--- src/spi_cfg_pkg.sv ---
// Purpose: Shared constants and types for the serial flash configuration and status block.
// Assumes: 8-bit register port with byte offsets, 10 MHz ref_clk.
// Notes:   Every offset, field position, reset value and timing count is named here once.
package spi_cfg_pkg;

   // Register offsets on the 8-bit address port.
   localparam logic [7:0] OFF_CONTROL  = 8'hF0;
   localparam logic [7:0] OFF_TIMEOUT  = 8'hF1;
   localparam logic [7:0] OFF_DIVISOR  = 8'hF2;
   localparam logic [7:0] OFF_STATUS   = 8'hF3;
   localparam logic [7:0] OFF_TX_DATA  = 8'hE0;
   localparam logic [7:0] OFF_RX_DATA  = 8'hE1;
   localparam logic [7:0] OFF_EV_STAT  = 8'hE4;
   localparam logic [7:0] OFF_EV_CLEAR = 8'hE5;
   localparam logic [7:0] OFF_EV_EN    = 8'hE6;

   // Serial status bit positions.
   localparam int ST_DONE    = 7;
   localparam int ST_HUB     = 6;
   localparam int ST_ENABLE  = 5;
   localparam int ST_PRIMARY = 4;
   localparam int ST_BUSY    = 3;

   // Event register bit positions.
   localparam int EV_DONE    = 0;
   localparam int EV_HUB     = 1;
   localparam int EV_PRIMARY = 2;
   localparam int EV_W       = 3;

   // Reset values.
   localparam logic [7:0] TIMEOUT_RST = 8'h04;
   localparam logic [2:0] DIVISOR_RST = 3'h0;

   // Timing: the clock period and the figures derived from it.
   localparam int CLK_PERIOD_NS   = 100;
   localparam int SECOND_NS       = 1000000000;
   localparam int SEC_CYCLES      = SECOND_NS / CLK_PERIOD_NS;
   localparam int SYS_RESET_US    = 1000;
   localparam int SYS_RESET_CYC   = (SYS_RESET_US * 1000) / CLK_PERIOD_NS;
   localparam int BITS_PER_XFER   = 8;
   localparam int EDGES_PER_XFER  = 2 * BITS_PER_XFER;

   // Serial control register layout.
   typedef struct packed {
      logic [1:0] rsvd_hi;
      logic       done_irq_enable;
      logic       controller_select;
      logic       clock_idle_level;
      logic       clock_edge_phase;
      logic       rsvd_lo;
      logic       low_bit_first;
   } ctrl_t;

   localparam ctrl_t CTRL_RST = '{2'h0, 1'b0, 1'b1, 1'b0, 1'b0, 1'b0, 1'b0};

   // Serial engine states.
   typedef enum logic [2:0] {
      ST_IDLE  = 3'b001,
      ST_SHIFT = 3'b010,
      ST_END   = 3'b100
   } xfer_state_t;

endpackage

--- src/spi_cfg_ctrl.sv ---
// Purpose: Configuration, status, fallback timer and byte shifter of a serial boot flash controller.
// Assumes: Register port is same-domain; strap and pin inputs are asynchronous and synchronised.
// Notes:   The serial clock is produced here from ref_clk by a divider.
//
// Decided for this implementation: the strobed register port.
`timescale 1ns/100ps

// Function
// - Control bit 5 enables the transfer-done interrupt; resets to zero.
// - Control bit 4 enables controller operation; cleared disables the interface; resets one.
// - Control bit 3 picks serial clock idle level: one idles high.
// - Control bit 2 set drives data on the first clock edge and samples on the second, else samples on the first.
// - Control bit 0 set shifts least significant bit first, else most significant first.
// - Eight-bit timeout, reset four, seconds before hub-disable in backup use.
// - Three-bit divisor code sets serial clock rate; zero is the fastest rate.
// - Status bit 7 sets when a transfer completes; only a written one clears it.
// - Backup use: status bit 6 sets when seconds reach timeout; written one clears.
// - Primary use: the hub-disable status bit always reads one.
// - Status bit 5 is read-only and mirrors the interface enable.
// - Primary use: status bit 4 sets when seconds reach timeout; written one clears.
// - Primary timeout asserts system reset and selects the second flash if enabled, else the upper half.
// - Busy status bit is one while a transfer runs, clears itself at its end.
module spi_cfg_ctrl
   import spi_cfg_pkg::*;
#(
   parameter int SEC_COUNT   = SEC_CYCLES,
   parameter int RESET_COUNT = SYS_RESET_CYC
) (
   input  wire logic       ref_clk,
   input  wire logic       resetn,
   input  wire logic [7:0] addr,
   input  wire logic [7:0] wr_data,
   input  wire logic       wr_en,
   input  wire logic       rd_en,
   output logic      [7:0] rd_data,
   input  wire logic       primary_mode,
   input  wire logic       iface_enable,
   input  wire logic       second_select_enable,
   input  wire logic       serial_in,
   output logic            serial_clk,
   output logic            serial_out,
   output logic            busy,
   output logic            irq,
   output logic            hub_disable,
   output logic            sys_reset,
   output logic            second_cs,
   output logic            upper_half
);

   // Reset release synchroniser.
   logic [1:0] rst_sync_q;
   logic       rst_n;

   always_ff @(posedge ref_clk or negedge resetn) begin
      if (!resetn) begin
         rst_sync_q <= 2'h0;
      end else begin
         rst_sync_q <= {rst_sync_q[0], 1'b1};
      end
   end

   assign rst_n = rst_sync_q[1];

   // Two-stage synchronisers for the pin and strap inputs.
   logic [3:0] pin_s1_q;
   logic [3:0] pin_s2_q;

   always_ff @(posedge ref_clk or negedge rst_n) begin
      if (!rst_n) begin
         pin_s1_q <= 4'h0;
         pin_s2_q <= 4'h0;
      end else begin
         pin_s1_q <= {primary_mode, iface_enable, second_select_enable, serial_in};
         pin_s2_q <= pin_s1_q;
      end
   end

   logic primary_s;
   logic enable_s;
   logic sel_en_s;
   logic miso_s;

   assign primary_s = pin_s2_q[3];
   assign enable_s  = pin_s2_q[2];
   assign sel_en_s  = pin_s2_q[1];
   assign miso_s    = pin_s2_q[0];

   // Decoded register strobes.
   logic wr_ctrl;
   logic wr_tmo;
   logic wr_div;
   logic wr_stat;
   logic wr_tx;
   logic wr_evc;
   logic wr_eve;

   assign wr_ctrl = wr_en && (addr == OFF_CONTROL);
   assign wr_tmo  = wr_en && (addr == OFF_TIMEOUT);
   assign wr_div  = wr_en && (addr == OFF_DIVISOR);
   assign wr_stat = wr_en && (addr == OFF_STATUS);
   assign wr_tx   = wr_en && (addr == OFF_TX_DATA);
   assign wr_evc  = wr_en && (addr == OFF_EV_CLEAR);
   assign wr_eve  = wr_en && (addr == OFF_EV_EN);

   // Configuration registers.
   ctrl_t      ctrl_q;
   logic [7:0] fallback_seconds_q;
   logic [2:0] clock_divider_code_q;

   always_ff @(posedge ref_clk or negedge rst_n) begin
      if (!rst_n) begin
         ctrl_q               <= CTRL_RST;
         fallback_seconds_q   <= TIMEOUT_RST;
         clock_divider_code_q <= DIVISOR_RST;
      end else begin
         if (wr_ctrl) begin
            ctrl_q          <= wr_data;
            ctrl_q.rsvd_hi  <= 2'h0;
            ctrl_q.rsvd_lo  <= 1'b0;
         end
         if (wr_tmo) begin
            fallback_seconds_q <= wr_data;
         end
         if (wr_div) begin
            clock_divider_code_q <= wr_data[2:0];
         end
      end
   end

   // Serial engine state.
   xfer_state_t state_q;
   logic [7:0]  tx_q;
   logic [7:0]  rx_q;
   logic [7:0]  rx_data_q;
   logic [4:0]  edge_cnt_q;
   logic [2:0]  half_cnt_q;
   logic        sck_q;
   logic        mosi_q;
   logic        done_pulse_q;
   logic        tick;
   logic [2:0]  bit_idx;
   logic [2:0]  bit_pos;
   logic        start;

   // A write to the transmit register starts a byte, only while the controller is selected.
   assign start   = wr_tx && ctrl_q.controller_select && (state_q == ST_IDLE);
   // One half period is divisor code plus one ref_clk cycles.
   assign tick    = (half_cnt_q == clock_divider_code_q);
   assign bit_idx = edge_cnt_q[3:1];
   // Bit order maps the running index onto the byte.
   assign bit_pos = ctrl_q.low_bit_first ? bit_idx : 3'(7 - bit_idx);

   // Half-period divider, held cleared outside a transfer.
   always_ff @(posedge ref_clk or negedge rst_n) begin
      if (!rst_n) begin
         half_cnt_q <= 3'h0;
      end else if (state_q != ST_SHIFT || tick) begin
         half_cnt_q <= 3'h0;
      end else begin
         half_cnt_q <= half_cnt_q + 3'h1;
      end
   end

   // Transfer sequencing, clock and data lines.
   always_ff @(posedge ref_clk or negedge rst_n) begin
      if (!rst_n) begin
         state_q      <= ST_IDLE;
         tx_q         <= 8'h00;
         rx_q         <= 8'h00;
         rx_data_q    <= 8'h00;
         edge_cnt_q   <= 5'h0;
         sck_q        <= 1'b0;
         mosi_q       <= 1'b0;
         done_pulse_q <= 1'b0;
      end else begin
         done_pulse_q <= 1'b0;
         case (state_q)
            ST_IDLE: begin
               sck_q <= ctrl_q.clock_idle_level;
               if (start) begin
                  tx_q       <= wr_data;
                  edge_cnt_q <= 5'h0;
                  state_q    <= ST_SHIFT;
                  if (!ctrl_q.clock_edge_phase) begin
                     // Data leads the first edge by half a period.
                     mosi_q <= ctrl_q.low_bit_first ? wr_data[0] : wr_data[7];
                  end
               end
            end
            ST_SHIFT: begin
               if (!ctrl_q.controller_select) begin
                  state_q <= ST_IDLE;
               end else if (tick) begin
                  sck_q      <= ~sck_q;
                  edge_cnt_q <= edge_cnt_q + 5'h1;
                  if (edge_cnt_q[0] == ctrl_q.clock_edge_phase) begin
                     rx_q[bit_pos] <= miso_s;
                  end else if (ctrl_q.clock_edge_phase) begin
                     mosi_q <= tx_q[bit_pos];
                  end else if (bit_idx != 3'h7) begin
                     mosi_q <= tx_q[ctrl_q.low_bit_first ? 3'(bit_pos + 3'h1)
                                                         : 3'(bit_pos - 3'h1)];
                  end
                  if (edge_cnt_q == 5'(EDGES_PER_XFER - 1)) begin
                     state_q <= ST_END;
                  end
               end
            end
            ST_END: begin
               rx_data_q    <= rx_q;
               done_pulse_q <= 1'b1;
               sck_q        <= ctrl_q.clock_idle_level;
               state_q      <= ST_IDLE;
            end
            default: begin
               state_q <= ST_IDLE;
            end
         endcase
      end
   end

   // Seconds timebase and elapsed-seconds count, restarted by a timeout write.
   logic [31:0] sub_cnt_q;
   logic [7:0]  elapsed_q;
   logic        fired_q;
   logic        expire;

   assign expire = !fired_q && (elapsed_q >= fallback_seconds_q);

   always_ff @(posedge ref_clk or negedge rst_n) begin
      if (!rst_n) begin
         sub_cnt_q <= 32'h0;
         elapsed_q <= 8'h00;
         fired_q   <= 1'b0;
      end else if (wr_tmo) begin
         sub_cnt_q <= 32'h0;
         elapsed_q <= 8'h00;
         fired_q   <= 1'b0;
      end else begin
         if (expire) begin
            fired_q <= 1'b1;
         end
         if (!fired_q) begin
            if (sub_cnt_q == 32'(SEC_COUNT - 1)) begin
               sub_cnt_q <= 32'h0;
               elapsed_q <= elapsed_q + 8'h01;
            end else begin
               sub_cnt_q <= sub_cnt_q + 32'h1;
            end
         end
      end
   end

   // Sticky status flags; a new event wins over a clear in the same cycle.
   logic done_flag_q;
   logic hub_flag_q;
   logic primary_flag_q;

   always_ff @(posedge ref_clk or negedge rst_n) begin
      if (!rst_n) begin
         done_flag_q    <= 1'b0;
         hub_flag_q     <= 1'b0;
         primary_flag_q <= 1'b0;
      end else begin
         if (done_pulse_q) begin
            done_flag_q <= 1'b1;
         end else if (wr_stat && wr_data[ST_DONE]) begin
            done_flag_q <= 1'b0;
         end
         if (expire && !primary_s) begin
            hub_flag_q <= 1'b1;
         end else if (wr_stat && wr_data[ST_HUB]) begin
            hub_flag_q <= 1'b0;
         end
         if (expire && primary_s) begin
            primary_flag_q <= 1'b1;
         end else if (wr_stat && wr_data[ST_PRIMARY]) begin
            primary_flag_q <= 1'b0;
         end
      end
   end

   // System reset pulse and second-flash steering on a primary timeout.
   logic [31:0] rst_cnt_q;
   logic        sys_reset_q;
   logic        second_cs_q;
   logic        upper_half_q;

   always_ff @(posedge ref_clk or negedge rst_n) begin
      if (!rst_n) begin
         rst_cnt_q    <= 32'h0;
         sys_reset_q  <= 1'b0;
         second_cs_q  <= 1'b0;
         upper_half_q <= 1'b0;
      end else if (expire && primary_s) begin
         rst_cnt_q    <= 32'(RESET_COUNT - 1);
         sys_reset_q  <= 1'b1;
         second_cs_q  <= sel_en_s;
         upper_half_q <= !sel_en_s;
      end else if (rst_cnt_q != 32'h0) begin
         rst_cnt_q <= rst_cnt_q - 32'h1;
      end else begin
         sys_reset_q <= 1'b0;
      end
   end

   // Event status, enable and interrupt line.
   logic [EV_W-1:0] ev_stat_q;
   logic [EV_W-1:0] ev_en_q;
   logic [EV_W-1:0] ev_set;
   logic            irq_q;

   assign ev_set = {expire && primary_s, expire && !primary_s, done_pulse_q};

   genvar g;
   generate
      for (g = 0; g < EV_W; g++) begin : g_ev
         always_ff @(posedge ref_clk or negedge rst_n) begin
            if (!rst_n) begin
               ev_stat_q[g] <= 1'b0;
            end else if (ev_set[g]) begin
               ev_stat_q[g] <= 1'b1;
            end else if (wr_evc && wr_data[g]) begin
               ev_stat_q[g] <= 1'b0;
            end
         end
      end
   endgenerate

   always_ff @(posedge ref_clk or negedge rst_n) begin
      if (!rst_n) begin
         ev_en_q <= '0;
         irq_q   <= 1'b0;
      end else begin
         if (wr_eve) begin
            ev_en_q <= wr_data[EV_W-1:0];
         end
         irq_q <= (done_flag_q && ctrl_q.done_irq_enable)
                  || ((ev_stat_q & ev_en_q) != '0);
      end
   end

   // Read data, valid in the cycle after the read strobe.
   logic [7:0] status_v;
   logic [7:0] rd_q;
   logic       busy_q;
   logic       hub_q;

   always_comb begin
      status_v              = 8'h00;
      status_v[ST_DONE]     = done_flag_q;
      status_v[ST_HUB]      = primary_s ? 1'b1 : hub_flag_q;
      status_v[ST_ENABLE]   = enable_s;
      status_v[ST_PRIMARY]  = primary_flag_q;
      status_v[ST_BUSY]     = busy_q;
   end

   always_ff @(posedge ref_clk or negedge rst_n) begin
      if (!rst_n) begin
         rd_q <= 8'h00;
      end else if (rd_en) begin
         case (addr)
            OFF_CONTROL: rd_q <= ctrl_q;
            OFF_TIMEOUT: rd_q <= fallback_seconds_q;
            OFF_DIVISOR: rd_q <= {5'h00, clock_divider_code_q};
            OFF_STATUS:  rd_q <= status_v;
            OFF_TX_DATA: rd_q <= tx_q;
            OFF_RX_DATA: rd_q <= rx_data_q;
            OFF_EV_STAT: rd_q <= {5'h00, ev_stat_q};
            OFF_EV_EN:   rd_q <= {5'h00, ev_en_q};
            default:     rd_q <= 8'h00;
         endcase
      end else begin
         rd_q <= 8'h00;
      end
   end

   // Busy and hub-disable pins follow the engine and the flags.
   always_ff @(posedge ref_clk or negedge rst_n) begin
      if (!rst_n) begin
         busy_q <= 1'b0;
         hub_q  <= 1'b0;
      end else begin
         busy_q <= start || (state_q == ST_SHIFT);
         hub_q  <= primary_s || hub_flag_q;
      end
   end

   assign rd_data     = rd_q;
   assign serial_clk  = sck_q;
   assign serial_out  = mosi_q;
   assign busy        = busy_q;
   assign irq         = irq_q;
   assign hub_disable = hub_q;
   assign sys_reset   = sys_reset_q;
   assign second_cs   = second_cs_q;
   assign upper_half  = upper_half_q;

endmodule

--- config.mk ---
export PLATFORM = sky130hd
export DESIGN_NAME = spi_cfg_ctrl
export DESIGN_NICKNAME = d
export VERILOG_FILES = /design/src/spi_cfg_pkg.sv /design/src/spi_cfg_ctrl.sv
export SDC_FILE = /design/constraint.sdc
export NUM_CORES = 1
export LEC_CHECK = 0
export BUFFER_PORTS_ARGS = -buffer_cell sky130_fd_sc_hd__buf_2
export CORE_ASPECT_RATIO = 1.75
export CORE_MARGIN = 8
export CORE_UTILIZATION = 55
export DETAILED_ROUTE_END_ITERATION = 10
export PLACE_DENSITY_LB_ADDON = 0.2
export SETUP_SLACK_MARGIN = 0.1
export SLEW_MARGIN = 0
export SYNTH_ARGS = -nofsm -noshare
export SYNTH_HDL_FRONTEND = slang
export SYNTH_SLANG_ARGS = --single-unit
--- constraint.sdc ---
create_clock -name ref_clk -period 8.05 [get_ports ref_clk]
set_input_delay 1.61 -clock ref_clk [delete_from_list [all_inputs] [get_ports ref_clk]]
set_output_delay 1.61 -clock ref_clk [all_outputs]
set_load 0.005 [all_outputs]
## Word-level counts from Yosys, hierarchy flattened

Cells that the tools add are included.

- Output and inout bits: 16
- Memory bits (read-only): 0
- Latch bits: 0
- Logic and storage cells: 186
- Input bits: 24
- Bits in writable memories: 0
- Register bits: 160
- Memories: 0

- Reduce and logical (&&, ||, !) cells: 48
- Multiplexer cells: 59
- Shift-type cells: 0
- Bitwise operators: 2
- Divide/modulo/power cells: 0
- Magnitude comparators: 4
- Equality and inequality tests: 28
- Multipliers: 0
- Add/sub/neg operators: 8

Operators with widths:

| kind | count |
|---|---|
| 32-bit 2-to-1 mux | 5 |
| 8-bit == test, second input constant | 9 |
| 8-bit case mux with 8 select lines | 1 |
| 32-bit by 1-bit adder with 32-bit output, second input constant | 1 |
| 32-bit by 24-bit == test with 1-bit output, second input constant | 1 |
| 8-bit 2-to-1 mux | 4 |
| 32-bit nonzero test | 1 |
| 32-bit by 1-bit subtractor with 32-bit output, second input constant | 1 |
| 1-bit 2-to-1 mux | 31 |
| 2-bit nonzero test | 11 |
| 3-bit 2-to-1 mux | 7 |
| 1-bit logical AND | 20 |
| 5-bit 2-to-1 mux | 3 |
| 2-bit inequality test, second input constant | 7 |
| 3-bit inequality test, second input constant | 4 |
| 5-bit case mux with 2 select lines | 1 |
| 8-bit by 1-bit adder with 8-bit output, second input constant | 1 |
| 8-bit bitwise mux | 1 |
| 8-bit greater-or-equal comparator | 1 |
| 3-bit by 4-bit < comparator with 1-bit output, second input constant | 2 |
| 4-bit AND reduction | 2 |
| 7-bit AND reduction | 1 |
| 3-bit by 1-bit adder with 3-bit output, second input constant | 2 |
| 1-bit binary-select mux with 3-bit select | 2 |
| other kinds (22) | 30 |

## Logic depth before layout (Yosys ltp)

Gate-level depths: netlist of run 1.

- Depth after elaboration: 12
- Gate-level depth with buffers: 9
- Gate-level depth less buffers: 8

## Worst setup path after synthesis of run 1

Ideal clock, no wire load.

- Path kind: input port to flip-flop
- Start point: input port addr[2]
- End point: register sub_cnt_q[31]
- Data required time: 7.929 ns
- Cell stages on the path: 7
- Library setup time: 0.121 ns
- Setup slack: 4.778 ns
- Buffers on the path: 1
- Arrival time: 3.151 ns
- Cell sequence: or3b_1 -> o31a_1 -> clkbuf_1 -> nor3_4 -> nand4_1 -> xor2_1 -> nor2_1

- Word-level cells in the longest chain between the ends: 3
- Elaborated cells on any way between the ends: 4
- Classes of those cells: eq/ne: 2; mux: 1; reduce/logical: 1

RTL lines:

| element | RTL line | text |
|---|---|---|
| start: declaration | spi_cfg_ctrl.sv:31 | `input wire logic [7:0] addr,` |
| 8-bit == test * | spi_cfg_ctrl.sv:98 | `assign wr_tmo = wr_en && (addr == OFF_TIMEOUT);` |
| 1-bit logical AND * | spi_cfg_ctrl.sv:98 |  |
| 2-bit inequality test (no line) or 32-bit 2-to-1 mux (tied branches) | n/a |  |
| end signal: assignment | spi_cfg_ctrl.sv:248 | `sub_cnt_q <= sub_cnt_q + 32'h1;` |
| end: declaration | spi_cfg_ctrl.sv:223 | `logic [31:0] sub_cnt_q;` |

Every way passes the cells marked *; elsewhere a longest branch is shown, timed or not.
A chain may end at the register's enable or synchronous reset.

## Worst setup path after layout of run 1

- Start point: input port addr[2]
- End point: register sub_cnt_q[22]

Same word-level chain as after synthesis.

==> results of run 1 <==
-- Yosys cell counts, types with 12 or more instances --
cell type	count
dfrtp_1	157
nor2_1	89
nand2_1	64
o21ai_0	48
a21oi_1	37
xor2_1	37
mux2_2	32
nor3_1	29
inv_1	28
clkbuf_1	26
nand3_1	26
xnor2_1	26
and3_1	19
nand4_1	18
a22oi_1	14
ha_1	14
mux2i_1	12
nand2b_1	12
-- routing by layer --
metal / global-route usage / vias to the layer above
met4: 0.1302 / 0
met1: 0.2351 / 3250
met2: 0.4043 / 193
met5: 0 / -
met3: 0.03437 / 54
li1: - / 3067
-- power groups by stage --
stage	Combinational [mW]	Clock (mW)	Sequential, mW
after global routing	0.0978	0.873	0.860
after detailed placement	0.0872	0	0.871
after floorplan	0.0533	0	0.867
after global placement	0.0837	0	0.869
after CTS	0.0876	0.842	0.856
final	0.0865	0.822	0.856
-- critical path, delay by kind of cell --
family | cells | cell delay (ns)
buf+inv | 2 | 0.46
compound gates | 1 | 0.12
simple gates | 3 | 1.64
-- sequential cells by signal, summed over array words and instances, names as in the netlist, 4 cells and up --
name and count:
rst_cnt_q 32, sub_cnt_q 32, elapsed_q 8, fallback_seconds_q 8, rd_data 8, rx_data_q 8
rx_q 8, tx_q 8, ctrl_q 5, edge_cnt_q 5, pin_s1_q 4, pin_s2_q 4
-- final timing paths --
kind                               startpoint            end  slack, ns
worst max-delay path                  addr[2]  sub_cnt_q[22]       4.42
worst min-delay path            rst_sync_q[1]  sub_cnt_q[29]       0.33
min in group ref_clk            rst_sync_q[0]  rst_sync_q[1]       0.35
max in group asynchronous       rst_sync_q[1]  sub_cnt_q[18]       6.45
worst max register to register   sub_cnt_q[0]  sub_cnt_q[22]       5.11
worst min register to register  rst_sync_q[1]  sub_cnt_q[29]       0.33
-- kinds of logic (layout without fill, tap and decap cells) --
kind of cell	Yosys count	after routing	synth area share
fa+ha+maj	14	14	0.02109
simple gates	337	337	0.2180
buf+inv	63	106	0.02923
other cells	1	1	0.0004516
xor+xnor	63	63	0.06645
flops	160	160	0.4826
compound gates	154	154	0.1189
mux	46	46	0.06328
-- layout by cell type (no fill, tap or decap), types with 4 or more instances in the layout --
cell | synthesis | routed
dfrtp_1 | 157 | 156
nor2_1 | 89 | 89
nand2_1 | 64 | 64
o21ai_0 | 48 | 48
buf_2 | 5 | 39
a21oi_1 | 37 | 37
xor2_1 | 37 | 37
mux2_2 | 32 | 32
inv_1 | 28 | 28
nor3_1 | 29 | 28
nand3_1 | 26 | 26
xnor2_1 | 26 | 26
and3_1 | 19 | 19
nand4_1 | 18 | 18
clkbuf_16 | 0 | 17
a22oi_1 | 14 | 14
ha_1 | 14 | 14
mux2i_1 | 12 | 12
nand2b_1 | 12 | 12
nor4_1 | 10 | 10
nor3b_1 | 10 | 9
nor2b_1 | 8 | 8
nand3b_1 | 7 | 7
o22ai_1 | 7 | 7
a31oi_1 | 7 | 7
or4_1 | 7 | 7
buf_4 | 0 | 7
o2111ai_1 | 5 | 5
or2_2 | 5 | 5
and4_1 | 5 | 5
o31a_1 | 5 | 5
a21o_1 | 5 | 5
nor4b_1 | 4 | 4
inv_6 | 0 | 4
-- cell type report --
cell class | count | area (sq um)
repair buffers | 46 | 247.7
multi-input cells | 615 | 4070
inverters | 28 | 105.1
fillers | 1229 | 5569
flip-flops and latches | 160 | 4011
well taps | 183 | 229.0
clock inverters | 13 | 152.6
clock buffers | 19 | 452.9
-- stage by stage --
stage	cell area, sq um	power (mW)	hold slack [ns]	utilization	cells
3_5_place_dp	8663	0.9579	0.3387	0.5839	1032
2_1_floorplan	8304	0.9204	0.3312	-	838
5_1_grt	9269	1.831	0.3581	0.6247	1064
6_report	9269	1.765	0.3338	0.6247	1064
4_1_cts	9269	1.786	0.3533	0.6247	1064
3_3_place_gp	8663	0.9529	0.3384	0.5839	1032
==> flow_summary.ini, run 1 <==
[final_layout]
drive_gt1_frac = 0.1589
diodes = 0
num-nets-final = 906
syn2layout_area_growth_pct = 11.62

[die]
rows = 59
die_area_sq_um = 19440
core_area_sq_um = 14840
start_util = 0.5597
die_height_um = 178.6
dieWidth_um = 108.9
ios = 40

[clock_tree]
cts_hold_buf = 0
clkTransAtPathRegs_ns = 0.06
cts-buffers-inserted = 17
ctsResizeCount = 0
clock_path_buffers = 2
htree_levels = 4
clockRootBuffer = clkbuf_16
cts_tree = built
clkLatencyLatePin_ns = 0.42
post-cts-setup-buffers = 0
cts_sinks = 160

[critical_path]
reg2reg_depth = 6
cp-end-kind = flop
cp_slowest_cell = or2_0
path_max_fanout = 38
crit_arrival_ns = 3.86
slowest_delay_ns = 1.00
setup.worst_path.start_class = primary input
crit_required_ns = 8.28
path_cells = buf_2 > or3b_1 > nor3_2 > buf_4 > or2_0 > a211oi_1
critPathKind = primary input to flop

[sta]
fmax_mhz = 275.2
fin_crit_sh = 0.4513
clock_skew_ns = 0.009690
fin_ws_ns = 4.417
worst_slew_pin_slew_ns = 1.272
finalSetupViolCount = 0
rsz0062_at_grt = false
final-hold-violation-count = 0
setup_tns_ns = 0
slew_headroom = 0.1518
finalMaxSlewViolations = 0
fin_crit_ns = 3.633

[worst_hold_path]
min_path_type = flop to async pin

[synthesis]
synth_top_area_share = 0.4731
synth_nets = 876
yosys_warnings = 0
syn_area_sq_um = 8304
ys_seq_elements = 160
synthArstFlopShare = 1.000
syn-instance-count = 838
synthTopCellsByArea = dfrtp_1 (47%), mux2_2 (4.3%), nor2_1 (4.0%)
synth_cell_types = 70
synth-edff-count = 0
syn_avg_cell_area_sq_um = 9.910
synth_area_leader_cell = dfrtp_1
synthFlopType = dfrtp_1
yosysSeqAreaShare = 0.4826

[drt]
viasPerCell = 6.169
top_layer = met4
dr_wl_met3_um = 888
wl_um = 20490
met2_length_um = 10970
routedWlPerCell_um = 19.26
ant_nets = 0
vias = 6564
dr.pass1.iters = 5
wl_met1_um = 7678
drcViolationCount = 0
drt-initial-drc-count = 317

[power]
p_leak_nw = 3.967
clkPwrFrac = 0.466
p_comb_frac = 0.049
max-vdd-ir-drop_mv = 0.1514
internal_power_mw = 1.341
power-per-cell-area_nw_per_um2 = 190.4
switching_power_mw = 0.4241
switching_share = 0.2403
seq_power_share = 0.485

[global_route]
grt_max_degree = 66
grt_first_pass_wirelength_um = 33760
grt_pass1_vias = 6794
grt_usage = 0.2232
antenna_found_initial = 0
overflow = 0

[status]
status = completed

[placement]
pre_cts_ws_ns = 3.972
port_buffers = 39
hpwlAfterDp_um = 14900
place_congestion = 0.9640

[flow_run]
maxCapViolCount = 0
Note: power is estimated with default switching activity, not from simulation.
==> run 2, diff against run 1 <==
- clock period: 8.05 -> 3.67 ns (I/O delays scaled with it)
==> flow_summary.ini, run 2 (same netlist as run 1, synthesis figures left out) <==
[clock_tree]
ctsResizeCount = 0
cts-buffers-inserted = 17
cts_sinks = 160
cts_hold_buf = 0
htree_levels = 4
clkLatencyLatePin_ns = 0.43
post-cts-setup-buffers = 0
cts_tree = built
clock_path_buffers = 2
clkTransAtPathRegs_ns = 0.07
clockRootBuffer = clkbuf_16

[drt]
vias = 6689
viasPerCell = 6.234
wl_um = 21740
ant_nets = 0
dr.pass1.iters = 5
drt-initial-drc-count = 467
routedWlPerCell_um = 20.26
drcViolationCount = 0

[critical_path]
critPathLaunch = fallback_seconds_q[7]
path_depth = 8
reg2reg_depth = 8
slowest_delay_ns = 0.41
critPathKind = flop to flop
cp_slowest_cell = or3b_1
cp.buffers_inverters = 2
path_cells = inv_1 > ha_1 > and3_1 > a221o_1 > a31oi_1 > nor3b_2 > buf_4 > or3b_1
regToRegSetupSlack_ns = 1.15
path_delay_family = simple AND/OR/NAND/NOR gates
setup.worst_path.start_class = flop
endpoint = rst_cnt_q[10]
cp-end-kind = flop
crit_required_ns = 3.97
r2r-end = rst_cnt_q[10]
path_max_fanout = 35
r2r-start = fallback_seconds_q[7]
crit_arrival_ns = 2.81

[sta]
slew_headroom = 0.3589
final-hold-violation-count = 0
rsz0062_at_grt = false
fin_crit_sh = 0.6855
worst_slew_pin_slew_ns = 0.9617
fmax_mhz = 397.5
finalMaxSlewViolations = 0
setup_tns_ns = 0
finalSetupViolCount = 0
fin_crit_ns = 2.516
clock_skew_ns = 0.01243

[die]
rows = 59
core_area_sq_um = 14840
dieWidth_um = 108.9
start_util = 0.5597
ios = 40
die_area_sq_um = 19440
die_height_um = 178.6

[global_route]
grt_first_pass_wirelength_um = 34970
grt_max_degree = 70
grt_pass1_vias = 7019
antenna_found_initial = 0
overflow = 0
grt_usage = 0.2316

[final_layout]
multi_input_area_sq_um = 4070
register_area_sq_um = 4011
num-nets-final = 915
layout_common_cells = dfrtp_1 (156), nor2_1 (89), nand2_1 (64)
nFillCells = 1245
drive_gt1_frac = 0.1674
diodes = 0
reg_top3 = rst_cnt_q: 32 flops, sub_cnt_q: 32 flops
final_cells = 1073
syn2layout_area_growth_pct = 12.46
mostFrequentLayoutCell = dfrtp_1

[power]
p_comb_frac = 0.050
switching_power_mw = 0.9625
internal_power_mw = 2.890
max-vdd-ir-drop_mv = 0.3289
seq_power_share = 0.488
p_leak_nw = 4.023
power-per-cell-area_nw_per_um2 = 412.5
switching_share = 0.2498
clkPwrFrac = 0.462

[flow_run]
maxCapViolCount = 0

[worst_hold_path]
min_path_type = primary input to async pin

[status]
status = completed

[placement]
hpwlAfterDp_um = 15830
place_congestion = 0.9516
placedCellCount = 1041
port_buffers = 39
[run 2: final cells by class]
type                            instances  share of cell area
Multi-Input combinational cell        615              0.4358
Sequential cell                       160              0.4295
Clock buffer                           19             0.04850
Timing Repair Buffer                   55             0.03510
Tap cell                              183             0.02452
Clock inverter                         13             0.01527
Inverter                               28             0.01125
[run 2: how the worst min path moves through the flow]
stage / startpoint / to / slack [ns] / cells past startpoint
floorplan: rst_sync_q[0] / rst_sync_q[1] / 0.33 / 0
global placement: pin_s1_q[0] / pin_s2_q[0] / 0.33 / 0
detailed placement: rst_sync_q[0] / rst_sync_q[1] / 0.34 / 0
CTS: resetn / rst_sync_q[1] / 0.07 / 1
global route: resetn / rst_sync_q[0] / 0.07 / 1
finish: resetn / rst_sync_q[1] / 0.09 / 1
[run 2: per-stage QoR]
step	hold WS, ns	power [mW]	area, sq um	utilization	setup slack (ns)
3_5_place_dp	0.3373	2.106	8743	0.5893	0.8285
3_3_place_gp	0.3324	2.094	8743	0.5893	0.9040
6_report	0.08618	3.853	9339	0.6294	1.154
5_1_grt	0.06996	3.986	9339	0.6294	0.9909
2_1_floorplan	0.3311	2.019	8305	-	1.024
4_1_cts	0.07357	3.884	9339	0.6294	1.131
[run 2: power groups by stage]
stage / combinational, mW / clock [mW] / sequential [mW]
after floorplan: 0.117 / 0 / 1.90
after global placement: 0.183 / 0 / 1.91
after detailed placement: 0.191 / 0 / 1.92
after CTS: 0.193 / 1.81 / 1.88
after global routing: 0.214 / 1.88 / 1.89
final: 0.192 / 1.78 / 1.88
[run 2: layer usage]
metal	part of all wire	vias up	global-route usage
met5	0	-	0
met4	0.049	0	0.1314
met3	0.044	74	0.03944
met2	0.55	237	0.4274
met1	0.36	3299	0.2361
li1	-	3079	-
[run 2: worst reg2reg max path, delay by kind of cell, from the launching register on]
family / cells / cell delay, ns
buffers and inverters: 2 / 0.39
and+or+nand+nor: 3 / 0.73
adders and majority gates: 1 / 0.26
AOI/OAI and AO/OA: 2 / 0.66
DFF: 1 / 0.36
